File: config.mk
export PLATFORM = sky130hd
export DESIGN_NAME = tam_register_map
export DESIGN_NICKNAME = d
export VERILOG_FILES = /design/src/tam_pkg.sv /design/src/tam_word_mem.sv /design/src/tam_register_map.sv
export VERILOG_INCLUDE_DIRS = /design/src
export SDC_FILE = /design/constraint.sdc
export NUM_CORES = 1
export LEC_CHECK = 0
export ABC_AREA = 0
export BUFFER_PORTS_ARGS = -buffer_cell sky130_fd_sc_hd__buf_4
export CORE_UTILIZATION = 63
export DETAILED_ROUTE_END_ITERATION = 16
export GPL_ROUTABILITY_DRIVEN = 0
export PLACE_DENSITY = 0.83
export SETUP_SLACK_MARGIN = 0.1
export SLEW_MARGIN = 30
export SYNTH_ARGS = -nofsm -noshare
export SYNTH_HDL_FRONTEND = slang
export SYNTH_SLANG_ARGS = --single-unit
File: constraint.sdc
create_clock -name clk_i -period 4.99 [get_ports clk_i]
set_clock_uncertainty 0.05 [all_clocks]
set_input_delay 0.998 -clock clk_i [delete_from_list [all_inputs] [get_ports clk_i]]
set_output_delay 0.998 -clock clk_i [all_outputs]
set_load 0.05 [all_outputs]
File: src/tam_defines.svh
`ifndef TAM_DEFINES_SVH
`define TAM_DEFINES_SVH

// ==========================================================
// Pages
`define TAM_PAGE_RESULT 4'h0
`define TAM_PAGE_TOUCH 4'h1
`define TAM_PAGE_AUDIO 4'h2

// ==========================================================
// Page 0 result offsets
`define TAM_HORIZ_ADDR 6'h00
`define TAM_VERT_ADDR 6'h01
`define TAM_PRESS1_ADDR 6'h02
`define TAM_PRESS2_ADDR 6'h03
`define TAM_BATT1_ADDR 6'h05
`define TAM_BATT2_ADDR 6'h06
`define TAM_SPARE_ADDR 6'h07
`define TAM_THERM1_ADDR 6'h09
`define TAM_THERM2_ADDR 6'h0a
`define TAM_RESULT_W 12
`define TAM_RESULT_COUNT 11

// ==========================================================
// Page 1 control offsets
`define TAM_ADC_CTRL_ADDR 6'h00
`define TAM_STATUS_ADDR 6'h01
`define TAM_REFERENCE_ADDR 6'h03
`define TAM_SOFT_RESET_ADDR 6'h04
`define TAM_CONFIG_ADDR 6'h05
`define TAM_TOUCH_COUNT 6
`define TAM_PEN_DOWN_BIT 15
`define TAM_ADC_IDLE_BIT 14

// ==========================================================
// Page 2 audio offsets
`define TAM_AUDIO_CTRL1_ADDR 6'h00
`define TAM_VOLUME_ADDR 6'h02
`define TAM_AUDIO_CTRL2_ADDR 6'h04
`define TAM_POWER_ADDR 6'h05
`define TAM_AUDIO_CTRL3_ADDR 6'h06
`define TAM_COEF_FIRST_ADDR 6'h07
`define TAM_COEF_LAST_ADDR 6'h1a
`define TAM_PLL_FIRST_ADDR 6'h1b
`define TAM_PLL_LAST_ADDR 6'h1c
`define TAM_AUDIO_CTRL4_ADDR 6'h1d
`define TAM_AUDIO_DEPTH 32

// ==========================================================
// Pointer, words and reset values
`define TAM_PAGE_LAST 7'h1f
`define TAM_PTR_STOP 7'h40
`define TAM_PAST_END_WORD 16'hffff
`define TAM_RESET_WORD 16'h0000
`define TAM_WORD_LAST_BIT 4'hf

`endif

File: src/tam_pkg.sv
`include "tam_defines.svh"

package tam_pkg;

  typedef enum logic [1:0] {
    TAM_IDLE = 2'b00,
    TAM_CMD = 2'b01,
    TAM_DATA = 2'b10
  } tam_state_t;

  typedef struct packed {
    logic rd;
    logic [3:0] page;
    logic [5:0] addr;
    logic [4:0] rsvd;
  } tam_cmd_t;

  typedef struct packed {
    logic valid;
    logic [5:0] index;
    logic [11:0] value;
  } tam_result_t;

  typedef struct packed {
    logic [15:0] adc_ctrl;
    logic [15:0] status_cmd;
    logic [15:0] reference;
    logic [15:0] config_word;
  } tam_touch_ctrl_t;

  typedef struct packed {
    logic strobe;
    logic [5:0] index;
    logic [15:0] data;
  } tam_audio_wr_t;

  function automatic logic tam_is_result(input logic [5:0] a);
    return a == `TAM_HORIZ_ADDR || a == `TAM_VERT_ADDR || a == `TAM_PRESS1_ADDR ||
      a == `TAM_PRESS2_ADDR || a == `TAM_BATT1_ADDR || a == `TAM_BATT2_ADDR ||
      a == `TAM_SPARE_ADDR || a == `TAM_THERM1_ADDR || a == `TAM_THERM2_ADDR;
  endfunction

  function automatic logic tam_is_touch(input logic [5:0] a);
    return a == `TAM_ADC_CTRL_ADDR || a == `TAM_STATUS_ADDR || a == `TAM_REFERENCE_ADDR ||
      a == `TAM_SOFT_RESET_ADDR || a == `TAM_CONFIG_ADDR;
  endfunction

  function automatic logic tam_is_audio(input logic [5:0] a);
    return a == `TAM_AUDIO_CTRL1_ADDR || a == `TAM_VOLUME_ADDR ||
      a == `TAM_AUDIO_CTRL2_ADDR || a == `TAM_POWER_ADDR || a == `TAM_AUDIO_CTRL3_ADDR ||
      (a >= `TAM_COEF_FIRST_ADDR && a <= `TAM_COEF_LAST_ADDR) ||
      a == `TAM_PLL_FIRST_ADDR || a == `TAM_PLL_LAST_ADDR || a == `TAM_AUDIO_CTRL4_ADDR;
  endfunction

  function automatic logic [6:0] tam_ptr_inc(input logic [6:0] p);
    return (p >= `TAM_PTR_STOP) ? p : p + 7'h01;
  endfunction

endpackage

File: src/tam_word_mem.sv
`timescale 1ns/100ps
`include "tam_defines.svh"
module tam_word_mem #(
  parameter int WIDTH = 16,
  parameter int DEPTH = `TAM_AUDIO_DEPTH
) (
  input wire logic clk_i,
  input wire logic arst_n_i,
  input wire logic wr_en_i,
  input wire logic [$clog2(DEPTH)-1:0] wr_addr_i,
  input wire logic [WIDTH-1:0] wr_data_i,
  input wire logic rd_en_i,
  input wire logic [$clog2(DEPTH)-1:0] rd_addr_i,
  output logic [WIDTH-1:0] rd_data_o
);
  logic [DEPTH-1:0][WIDTH-1:0] mem;

  if (DEPTH < 2 || WIDTH < 1) begin : g_bad
    $error("tam_word_mem: DEPTH must be at least 2 and WIDTH at least 1");
  end

  // Cleared on reset so every stored setting has a known value
  always_ff @(posedge clk_i or negedge arst_n_i) begin
    if (!arst_n_i) begin
      mem <= '0;
      rd_data_o <= '0;
    end else begin
      if (wr_en_i) begin
        mem[wr_addr_i] <= wr_data_i;
      end
      if (rd_en_i) begin
        rd_data_o <= mem[rd_addr_i];
      end
    end
  end
endmodule

File: src/tam_register_map.sv
// Function
// Three pages of 16-bit registers: results on page 0, controls on pages 1, 2.
// Page 0 results are read-only and return zero after any reset.
// Results are right-justified 12 bits; bits 15 to 12 read zero.
// Each conversion result lands in its own page 0 address.
// Page 1 holds control 00, status 01, reference 03, reset 04, config 05.
// Page 2 holds audio controls, volume, power, coefficients and synthesiser settings.
// A control bit may mean status when read and command when written.
// Command word: read bit, four page bits, six address bits, five zeros.
// Burst pointer increments to page end; words beyond return all ones.
// Writes to results or reserved addresses are ignored; reserved reads return zero.
`timescale 1ns/100ps
`include "tam_defines.svh"
module tam_register_map
  import tam_pkg::*;
(
  input wire logic clk_i,
  input wire logic arst_n_i,
  input wire logic sclk_i,
  input wire logic ss_n_i,
  input wire logic mosi_i,
  output logic miso_o,
  output logic miso_oe_o,
  input wire tam_result_t result_i,
  input wire logic pen_down_i,
  input wire logic adc_idle_i,
  input wire logic [15:0] status_word_i,
  output tam_touch_ctrl_t touch_ctrl_o,
  output tam_audio_wr_t audio_wr_o,
  output logic soft_reset_o
);

  // ==========================================================
  // Pin synchronisers
  logic [2:0] sclk_q, ss_q;
  logic [1:0] mosi_q;
  always_ff @(posedge clk_i or negedge arst_n_i) begin
    if (!arst_n_i) begin
      sclk_q <= 3'h0;
      ss_q <= 3'h7;
      mosi_q <= 2'h0;
    end else begin
      sclk_q <= {sclk_q[1:0], sclk_i};
      ss_q <= {ss_q[1:0], ss_n_i};
      mosi_q <= {mosi_q[0], mosi_i};
    end
  end
  logic sclk_rise, sclk_fall, ss_fall, ss_active;
  assign sclk_rise = sclk_q[1] & ~sclk_q[2];
  assign sclk_fall = ~sclk_q[1] & sclk_q[2];
  assign ss_fall = ss_q[2] & ~ss_q[1];
  assign ss_active = ~ss_q[1];
  // ==========================================================
  // Serial frame engine
  tam_state_t state, next_state;
  logic [3:0] cnt, next_cnt, page, next_page;
  logic [15:0] rx, next_rx, tx, next_tx, rd_word, next_rd_word, wr_data, next_wr_data;
  logic [6:0] ptr, next_ptr;
  logic miso, next_miso, rd, next_rd, fetch, next_fetch, fetch_d, next_fetch_d, wr, next_wr;
  logic [10:0][11:0] res, next_res;
  logic [5:0][15:0] touch, next_touch;
  logic soft_reset, next_soft_reset, audio_we;
  tam_audio_wr_t audio_wr, next_audio_wr;
  logic [15:0] mem_q, read_val;
  // Word presented for the next read at the current pointer
  always_comb begin
    read_val = `TAM_RESET_WORD;
    if (ptr > `TAM_PAGE_LAST) begin
      read_val = `TAM_PAST_END_WORD;
    end else begin
      case (page)
        `TAM_PAGE_RESULT: begin
          if (tam_is_result(ptr[5:0])) begin
            read_val = {4'h0, res[ptr[3:0]]};
          end
        end
        `TAM_PAGE_TOUCH: begin
          if (ptr[5:0] == `TAM_ADC_CTRL_ADDR) begin
            read_val = touch[0];
            read_val[`TAM_PEN_DOWN_BIT] = pen_down_i;
            read_val[`TAM_ADC_IDLE_BIT] = adc_idle_i;
          end else if (ptr[5:0] == `TAM_STATUS_ADDR) begin
            read_val = status_word_i;
          end else if (tam_is_touch(ptr[5:0])) begin
            read_val = touch[ptr[2:0]];
          end
        end
        `TAM_PAGE_AUDIO: begin
          if (tam_is_audio(ptr[5:0])) begin
            read_val = mem_q;
          end
        end
        default: read_val = `TAM_RESET_WORD;
      endcase
    end
  end
  always_comb begin
    tam_cmd_t cmd;
    logic [15:0] word;
    cmd = '0;
    word = {rx[14:0], mosi_q[1]};
    next_state = state;
    next_cnt = cnt;
    next_rx = rx;
    next_tx = tx;
    next_miso = miso;
    next_page = page;
    next_ptr = ptr;
    next_rd = rd;
    next_fetch = 1'b0;
    next_fetch_d = fetch;
    next_rd_word = fetch_d ? read_val : rd_word;
    next_wr = 1'b0;
    next_wr_data = wr_data;
    if (wr) begin
      next_ptr = tam_ptr_inc(ptr);
    end
    if (ss_fall) begin
      next_state = TAM_CMD;
      next_cnt = 4'h0;
      next_miso = 1'b0;
    end else if (!ss_active) begin
      next_state = TAM_IDLE;
      next_miso = 1'b0;
    end else begin
      unique case (state)
        TAM_IDLE: next_state = TAM_IDLE;
        TAM_CMD: begin
          if (sclk_fall) begin
            next_rx = word;
            next_cnt = cnt + 4'h1;
            if (cnt == `TAM_WORD_LAST_BIT) begin
              cmd = word;
              next_rd = cmd.rd;
              next_page = cmd.page;
              next_ptr = {1'b0, cmd.addr};
              next_fetch = cmd.rd;
              next_state = TAM_DATA;
            end
          end
        end
        TAM_DATA: begin
          if (sclk_rise && rd) begin
            next_miso = (cnt == 4'h0) ? rd_word[15] : tx[15];
            next_tx = {((cnt == 4'h0) ? rd_word[14:0] : tx[14:0]), 1'b0};
          end
          if (sclk_fall) begin
            next_rx = word;
            next_cnt = cnt + 4'h1;
            if (cnt == `TAM_WORD_LAST_BIT) begin
              if (rd) begin
                next_ptr = tam_ptr_inc(ptr);
                next_fetch = 1'b1;
              end else begin
                next_wr = 1'b1;
                next_wr_data = word;
              end
            end
          end
        end
        default: next_state = TAM_IDLE;
      endcase
    end
  end
  always_ff @(posedge clk_i or negedge arst_n_i) begin
    if (!arst_n_i) begin
      state <= TAM_IDLE;
      cnt <= 4'h0;
      rx <= 16'h0000;
      tx <= 16'h0000;
      miso <= 1'b0;
      page <= 4'h0;
      ptr <= 7'h00;
      rd <= 1'b0;
      fetch <= 1'b0;
      fetch_d <= 1'b0;
      rd_word <= 16'h0000;
      wr <= 1'b0;
      wr_data <= 16'h0000;
    end else begin
      state <= next_state;
      cnt <= next_cnt;
      rx <= next_rx;
      tx <= next_tx;
      miso <= next_miso;
      page <= next_page;
      ptr <= next_ptr;
      rd <= next_rd;
      fetch <= next_fetch;
      fetch_d <= next_fetch_d;
      rd_word <= next_rd_word;
      wr <= next_wr;
      wr_data <= next_wr_data;
    end
  end
  assign miso_o = miso;
  assign miso_oe_o = (state != TAM_IDLE);
  // ==========================================================
  // Register storage
  assign audio_we = wr && page == `TAM_PAGE_AUDIO && ptr <= `TAM_PAGE_LAST &&
    tam_is_audio(ptr[5:0]);
  always_comb begin
    next_res = soft_reset ? '0 : res;
    next_touch = touch;
    next_soft_reset = 1'b0;
    next_audio_wr = '0;
    if (result_i.valid && tam_is_result(result_i.index)) begin
      next_res[result_i.index[3:0]] = result_i.value;
    end
    if (wr && page == `TAM_PAGE_TOUCH && ptr <= `TAM_PAGE_LAST &&
        tam_is_touch(ptr[5:0])) begin
      next_touch[ptr[2:0]] = wr_data;
      next_soft_reset = (ptr[5:0] == `TAM_SOFT_RESET_ADDR);
    end
    if (audio_we) begin
      next_audio_wr = '{strobe: 1'b1, index: ptr[5:0], data: wr_data};
    end
  end
  always_ff @(posedge clk_i or negedge arst_n_i) begin
    if (!arst_n_i) begin
      res <= '0;
      touch <= '0;
      soft_reset <= 1'b0;
      audio_wr <= '0;
    end else begin
      res <= next_res;
      touch <= next_touch;
      soft_reset <= next_soft_reset;
      audio_wr <= next_audio_wr;
    end
  end
  assign touch_ctrl_o = '{adc_ctrl: touch[0], status_cmd: touch[1],
    reference: touch[3], config_word: touch[5]};
  assign audio_wr_o = audio_wr;
  assign soft_reset_o = soft_reset;
  tam_word_mem #(
    .WIDTH(16),
    .DEPTH(`TAM_AUDIO_DEPTH)
  ) u_audio_mem (
    .clk_i(clk_i),
    .arst_n_i(arst_n_i),
    .wr_en_i(audio_we),
    .wr_addr_i(ptr[4:0]),
    .wr_data_i(wr_data),
    .rd_en_i(fetch),
    .rd_addr_i(ptr[4:0]),
    .rd_data_o(mem_q)
  );
  // ==========================================================
  // Checks
  a_result_upper_zero: assert property (@(posedge clk_i) disable iff (!arst_n_i)
    fetch_d && page == `TAM_PAGE_RESULT && ptr <= `TAM_PAGE_LAST |=> rd_word[15:12] == 4'h0)
    else $error("result word upper bits not zero");
  a_past_end_ones: assert property (@(posedge clk_i) disable iff (!arst_n_i)
    fetch_d && ptr > `TAM_PAGE_LAST |=> rd_word == `TAM_PAST_END_WORD)
    else $error("word beyond page end not all ones");
  a_cmd_decode: assert property (@(posedge clk_i) disable iff (!arst_n_i)
    ss_active && !ss_fall && state == TAM_CMD && sclk_fall && cnt == `TAM_WORD_LAST_BIT
    |=> state == TAM_DATA && ptr[5:0] == $past(rx[9:4]) && page == $past(rx[13:10])
    && rd == $past(rx[14]))
    else $error("command word decoded wrongly");
  a_read_increment: assert property (@(posedge clk_i) disable iff (!arst_n_i)
    ss_active && !ss_fall && state == TAM_DATA && rd && sclk_fall &&
    cnt == `TAM_WORD_LAST_BIT && ptr < `TAM_PTR_STOP |=> ptr == $past(ptr) + 7'h01 ##1 fetch_d)
    else $error("burst pointer did not advance");
  a_reserved_read_zero: assert property (@(posedge clk_i) disable iff (!arst_n_i)
    fetch_d && page == `TAM_PAGE_RESULT && ptr <= `TAM_PAGE_LAST &&
    !tam_is_result(ptr[5:0]) |=> rd_word == `TAM_RESET_WORD)
    else $error("reserved address read not zero");
  a_result_readonly: assert property (@(posedge clk_i) disable iff (!arst_n_i)
    wr && page == `TAM_PAGE_RESULT && !result_i.valid && !soft_reset |=> $stable(res))
    else $error("host write changed a result");
  a_result_store: assert property (@(posedge clk_i) disable iff (!arst_n_i)
    result_i.valid && tam_is_result(result_i.index)
    |=> res[$past(result_i.index[3:0])] == $past(result_i.value))
    else $error("conversion result not stored");
  a_soft_reset_clear: assert property (@(posedge clk_i) disable iff (!arst_n_i)
    soft_reset && !result_i.valid |=> res == '0)
    else $error("soft reset did not clear results");
  a_touch_write: assert property (@(posedge clk_i) disable iff (!arst_n_i)
    wr && page == `TAM_PAGE_TOUCH && ptr == {1'b0, `TAM_CONFIG_ADDR}
    |=> touch_ctrl_o.config_word == $past(wr_data))
    else $error("configuration write lost");
  a_status_read: assert property (@(posedge clk_i) disable iff (!arst_n_i)
    fetch_d && page == `TAM_PAGE_TOUCH && ptr == {1'b0, `TAM_ADC_CTRL_ADDR}
    |=> rd_word[15:14] == $past({pen_down_i, adc_idle_i}))
    else $error("status bits not shown on read");
  a_audio_strobe: assert property (@(posedge clk_i) disable iff (!arst_n_i)
    audio_we |=> audio_wr_o.strobe && audio_wr_o.data == $past(wr_data) ##1 !audio_wr_o.strobe)
    else $error("audio write strobe wrong");
  a_miso_first: assert property (@(posedge clk_i) disable iff (!arst_n_i)
    ss_active && !ss_fall && state == TAM_DATA && rd && sclk_rise && cnt == 4'h0
    |=> miso_o == $past(rd_word[15]))
    else $error("first data bit not driven");
endmodule

* Word-level counts from Yosys, hierarchy flattened
Index checks and enable logic that the tools add are counted.
** Storage, ports and cells
- Flip-flop bits (word level) :: 872
- Output and inout bits :: 90
** Cells by class
- Add/sub/neg operators :: 2
- Order comparisons :: 12
- Equal/unequal tests :: 29
- Muxes and demuxes :: 65
- Bitwise logic cells :: 8
- Reductions and logical operators :: 56
** Operators by type and width (number)
- 512-bit bitwise mux :: 1
- 132-bit 2-to-1 mux :: 2
- 16-bit 2-to-1 mux :: 9
- 132-bit bitwise mux :: 1
- 96-bit bitwise mux :: 1
- 16-bit binary-select mux with 5-bit select :: 1
- 16-bit demux with 5-bit select :: 1
- 7-bit 2-to-1 mux :: 9
- 12-bit binary-select mux with 4-bit select :: 1
- 16-bit binary-select mux with 3-bit select :: 1
- 12-bit demux with 4-bit select :: 1
- 16-bit demux with 3-bit select :: 1
- 16-bit one-hot mux with 3 select lines :: 1
- 6-bit by 3-bit == test with 1-bit output, second input constant :: 7
- 12-bit 2-to-1 mux :: 3
- 1-bit logical OR :: 27
- 6-bit by 2-bit == test with 1-bit output, second input constant :: 4
- 6-bit by 4-bit == test with 1-bit output, second input constant :: 4
- 23-bit 2-to-1 mux :: 1
- 1-bit 2-to-1 mux :: 19
- 6-bit by 5-bit == test with 1-bit output, second input constant :: 3
- 4-bit 2-to-1 mux :: 4
- 15-bit 2-to-1 mux :: 1
- 7-bit one-hot mux with 2 select lines :: 1
- 38 further kinds :: 68

* Logic depth before layout (Yosys ltp)
- Depth after elaboration :: 12
- Mapped depth :: 16

* Modules after synthesis
A second synthesis with hierarchy kept.
** Second synthesis, totals
- Cell total of the unflattened synthesis :: 3257
- Area, all modules :: 41330.9 um^2
** Modules (own cells, without submodules)
- tam_word_mem :: instances 1, cells an instance 1730, area each 24516.0 um^2, seq. area each 13212.7 um^2
- tam_register_map :: instances 1, cells an instance 1527, area each 16814.9 um^2, seq. area each 8612.0 um^2

* Worst setup path before layout
No wires, ideal clock.
- Path kind :: register to register
- Start :: reg ptr[0]
- End :: reg u_audio_mem.mem[69] (netlist bit)
- Library setup time :: 0.125 ns
- Arrival :: 3.469 ns
- Data required time :: 4.815 ns
- Setup slack :: 1.346 ns
- Cell stages (with the launch flop) :: 16
- Path buffers :: 8
- Cells stage by stage :: dfrtp_1 buf_2 buf_2 inv_1 clkbuf_1 clkbuf_1 ha_1 buf_1 a22o_1 a222oi_1 a211oi_1 buf_4 buf_6 nand4_4 buf_4 mux2_2
** Between the ends
- Word-level cells in the longest chain between the ends :: 10
** Ends and longest elaborated chain
- from (decl) :: line tam_register_map.sv:58 : logic [6:0] ptr, next_ptr;
- from (signal assigned) :: line tam_register_map.sv:187 : ptr <= next_ptr;
- parallel branches: the longest is 10 deep, another holds 5-bit by 6-bit < comparator with 1-bit output
- to (signal, indexed assignment) :: line tam_word_mem.sv:29 : mem[wr_addr_i] <= wr_data_i;
- to (decl) :: line tam_word_mem.sv:16 : logic [DEPTH-1:0][WIDTH-1:0] mem;
Parallel ways; which one is timed is not known.
A chain may end at the register's enable or synchronous reset.

* Final worst setup path
- Start :: reg ptr[1]
- End :: reg u_audio_mem.rd_data_o[6]
** Between the ends
- Word-level cells in the longest chain between the ends :: 2
** Ends and longest elaborated chain
- 16-bit binary-select mux with 5-bit select :: line tam_word_mem.sv:32 : rd_data_o <= mem[rd_addr_i];
- 16-bit 2-to-1 mux (not written as such) :: line tam_word_mem.sv:32
- to (signal assigned) :: line tam_word_mem.sv:32
- to (decl) :: line tam_word_mem.sv:14 : output logic [WIDTH-1:0] rd_data_o
Every way passes these cells. The select of a mux whose other input is x is not followed.

==> results.json <==
{
  "crit_path_cell_trace": "buf_4 -> buf_4 -> nor2_1 -> a222oi_1 -> o22ai_1 -> a221o_1",
  "core-area_um2": 64460,
  "crit_buf_inv": 2,
  "cts.sinks": 872,
  "end_kind": "flop",
  "cp_top_family": "compound AO/OA/AOI/OAI gates",
  "setup_viol": 0,
  "grt_max_degree": 133,
  "viasPerCell": 6.969,
  "startpoint_type": "flop",
  "synth.cell_area_um2": 41170,
  "tightest_slew_ns": 1.043,
  "power_density_nw_per_um2": 326.3,
  "synth_cell_types": 81,
  "dieArea_um2": 66380,
  "dieHeight_um": 257.6,
  "crit_type": "reg2reg",
  "finalHoldViolCount": 0,
  "min_period_over_period_pct": 77.78,
  "grt_overflow": 0,
  "relSlewSlack_pct": 30.44,
  "cp.arrival_ns": 4.37,
  "slowest_stage": "a222oi_1",
  "dpl.hpwl_um": 75170,
  "power.internal_w": 0.01165,
  "route.antenna.remaining_nets": 0,
  "synth_cells": 3304,
  "cap_violations": 0,
  "seq_power_share_pct": 49.1,
  "comb_power_share_pct": 3.2,
  "ys.flop_type": "dfrtp_1",
  "syn_nets": 3355,
  "postRouteWirelength_um": 121700,
  "antenna_found_initial": 7,
  "p_leak_nw": 21.62,
  "rrSetupSlack_ns": 1.11,
  "drive_above_1_share_pct": 35.64,
  "grt_pass1_vias": 30110,
  "clock_latency_ns": 0.67,
  "initial_core_util_pct": 63.87,
  "cp_common_cell": "buf_4",
  "cts_root_buf": "clkbuf_16",
  "vias": 29330,
  "die_x_um": 257.6,
  "wire_per_inst_um": 28.92,
  "synth-async-reset-ratio_pct": 100.0,
  "rsz0062_at_grt": "no",
  "switching_share_pct": 21.69,
  "layout_min_cycle_time_ns": 3.881,
  "syn2layout_area_growth_pct": 10.77,
  "synth.area.top_cells": "dfrtp_1 (53%), mux2_2 (19%), mux2i_1 (3.1%), mux4_2 (2.5%), o21ai_0 (2.2%)",
  "slew_violations": 0,
  "ys_seq_area_share_pct": 53.01,
  "num-fill-cells": 4051,
  "max_stage_delay_ns": 0.90,
  "wl_met3_um": 12860,
  "highest_layer": "met5",
  "yosysWarnings": 0,
  "cts_max_level": 3,
  "cts_tree": "built",
  "synth_edf_count": 0,
  "cp_max_fo": 54,
  "num-nets-final": 3333,
  "final.setup.tns_ns": 0,
  "hold_class": "in2async",
  "dr.pass1.iters": 8,
  "syn_avg_cell_area_um2": 12.46,
  "drc": 0,
  "port_buffers": 131,
  "maxClockFrequency_mhz": 257.7,
  "yosys.area.top_type": "dfrtp_1",
  "cts_buffers": 89,
  "rows": 93,
  "clkPwrFrac_pct": 47.7,
  "io_pins": 132,
  "drtIter0Drc": 4047,
  "ys_ff_latch": 872,
  "required_ns": 5.47,
  "met1_length_um": 45780,
  "wl_met2_um": 55160,
  "ir_worst_vdd_v": 0.0002956,
  "status": "complete, no violations",
  "ctsHoldBuffers": 0,
  "grt_util_all_layers_pct": 36.71,
  "postCtsSetupBuffers": 0,
  "grt_first_pass_wirelength_um": 184700,
  "cts_buffer_depth": 3,
  "netSwitchingPower_w": 0.003228,
  "clk_pin_slew_worst_paths_ns": 0.06,
  "cts_resized": 0,
  "yosysTopAreaCellShare_pct": 52.82,
  "final_util_pct": 70.75
}
-- worst reg2reg max path, cell delays in order (launching register included) --
cell and delay [ns]:
dfrtp_4 0.59, buf_4 0.32, buf_4 0.76, nor2_1 0.47, a222oi_1 0.90, o22ai_1 0.28, a221o_1 0.41
-- Yosys cell counts, drive strengths merged (46+ instances only) --
| cell | instances |
|---|---|
| a21oi | 97 |
| a221oi | 47 |
| buf | 179 |
| clkbuf | 174 |
| dfrtp | 869 |
| mux2 | 699 |
| mux2i | 127 |
| mux4 | 46 |
| nand2 | 193 |
| nand2b | 59 |
| nand3b | 61 |
| nor2 | 115 |
| nor2b | 47 |
| o21ai | 181 |
-- cells in the final DEF, fill, tap and decap left out, types with 47 or more instances in the layout --
cell       netlist  routed
mux2i_1        127     127
nand3b_1        61      61
clkbuf_16        0      90
nand2b_1        59      59
nand2_1        193     193
mux2_2         685     685
nor2_1         112     111
o21ai_0        181     181
a221oi_1        47      47
dfrtp_1        869     864
buf_4           96     228
a21oi_1         97      97
-- registers in the layout (all words and copies together), names as in the netlist, 16 cells and up --
| register | cells |
|---|---|
| wr_data | 16 |
| u_audio_mem.rd_data_o | 16 |
| u_audio_mem.mem | 512 |
| touch | 32 |
| rd_word | 16 |
| touch_ctrl_o | 64 |
| res | 132 |
| audio_wr_o | 23 |
-- power by group through the flow --
stage               registers, W  logic, W  clock network (W)
detailed placement       0.00743  0.000472                  0
floorplan                0.00741  0.000197                  0
global route             0.00732  0.000536            0.00742
finish                   0.00731  0.000481            0.00709
global placement         0.00742  0.000446                  0
CTS                      0.00730  0.000477            0.00712
-- per-stage QoR --
step | hold WS (ns) | std cells | setup slack (ns) | cell area (um^2) | total power [W]
2_1_floorplan | 0.2812 | 3304 | 1.346 | 41170 | 0.007604
3_3_place_gp | 0.2889 | 4045 | 1.318 | 42400 | 0.007865
3_5_place_dp | 0.2894 | 4045 | 1.222 | 42400 | 0.007905
4_1_cts | 0.3034 | 4207 | 1.217 | 45550 | 0.01491
5_1_grt | 0.2608 | 4208 | 1.037 | 45600 | 0.01527
6_report | 0.2274 | 4209 | 1.109 | 45610 | 0.01488
-- path summary, 6_finish.rpt --
check	start	end	cells after the start
min in group clk_i	mosi_q[0]$_DFF_PN0_	mosi_q[1]$_DFF_PN0_	0
max in group asynchronous	arst_n_i	u_audio_mem.mem[102]$_DFFE_PN0P_	3
worst max register to register	ptr[1]$_DFF_PN0_	u_audio_mem.rd_data_o[6]$_DFFE_PN0P_	6
worst min register to register	mosi_q[0]$_DFF_PN0_	mosi_q[1]$_DFF_PN0_	0
worst max-delay path	ptr[1]$_DFF_PN0_	u_audio_mem.rd_data_o[6]$_DFFE_PN0P_	6
worst min-delay path	arst_n_i	res[19]$_DFF_PN0_	1
-- metal layers --
metal  vias up  global-route usage (%)
li1      11850                       -
met1     15050                   48.79
met2      1932                   55.16
met3       488                   8.667
met4        10                   22.29
met5         -                       0
-- final cells by class --
class | instances | area (um^2) | area share (%)
flip-flops and latches | 872 | 21840 | 47.88
clock inverters | 27 | 439.2 | 0.9630
well taps | 855 | 1070 | 2.346
inverters | 26 | 97.59 | 0.2140
clock buffers | 135 | 2711 | 5.945
repair buffers | 240 | 1946 | 4.266
multi-input cells | 2053 | 17500 | 38.38
diodes | 1 | 2.502 | 0.005487
-- kinds of logic after synthesis --
| family | share of synthesized area (%) |
|---|---|
| buf+inv | 4.653 |
| fa+ha+maj | 0.2735 |
| xor+xnor | 0.2340 |
| simple gates | 8.026 |
| other cells | 0.009108 |
| flops | 53.01 |
| mux | 24.81 |
| compound gates | 8.980 |
Note: power is estimated with default switching activity, not from simulation.
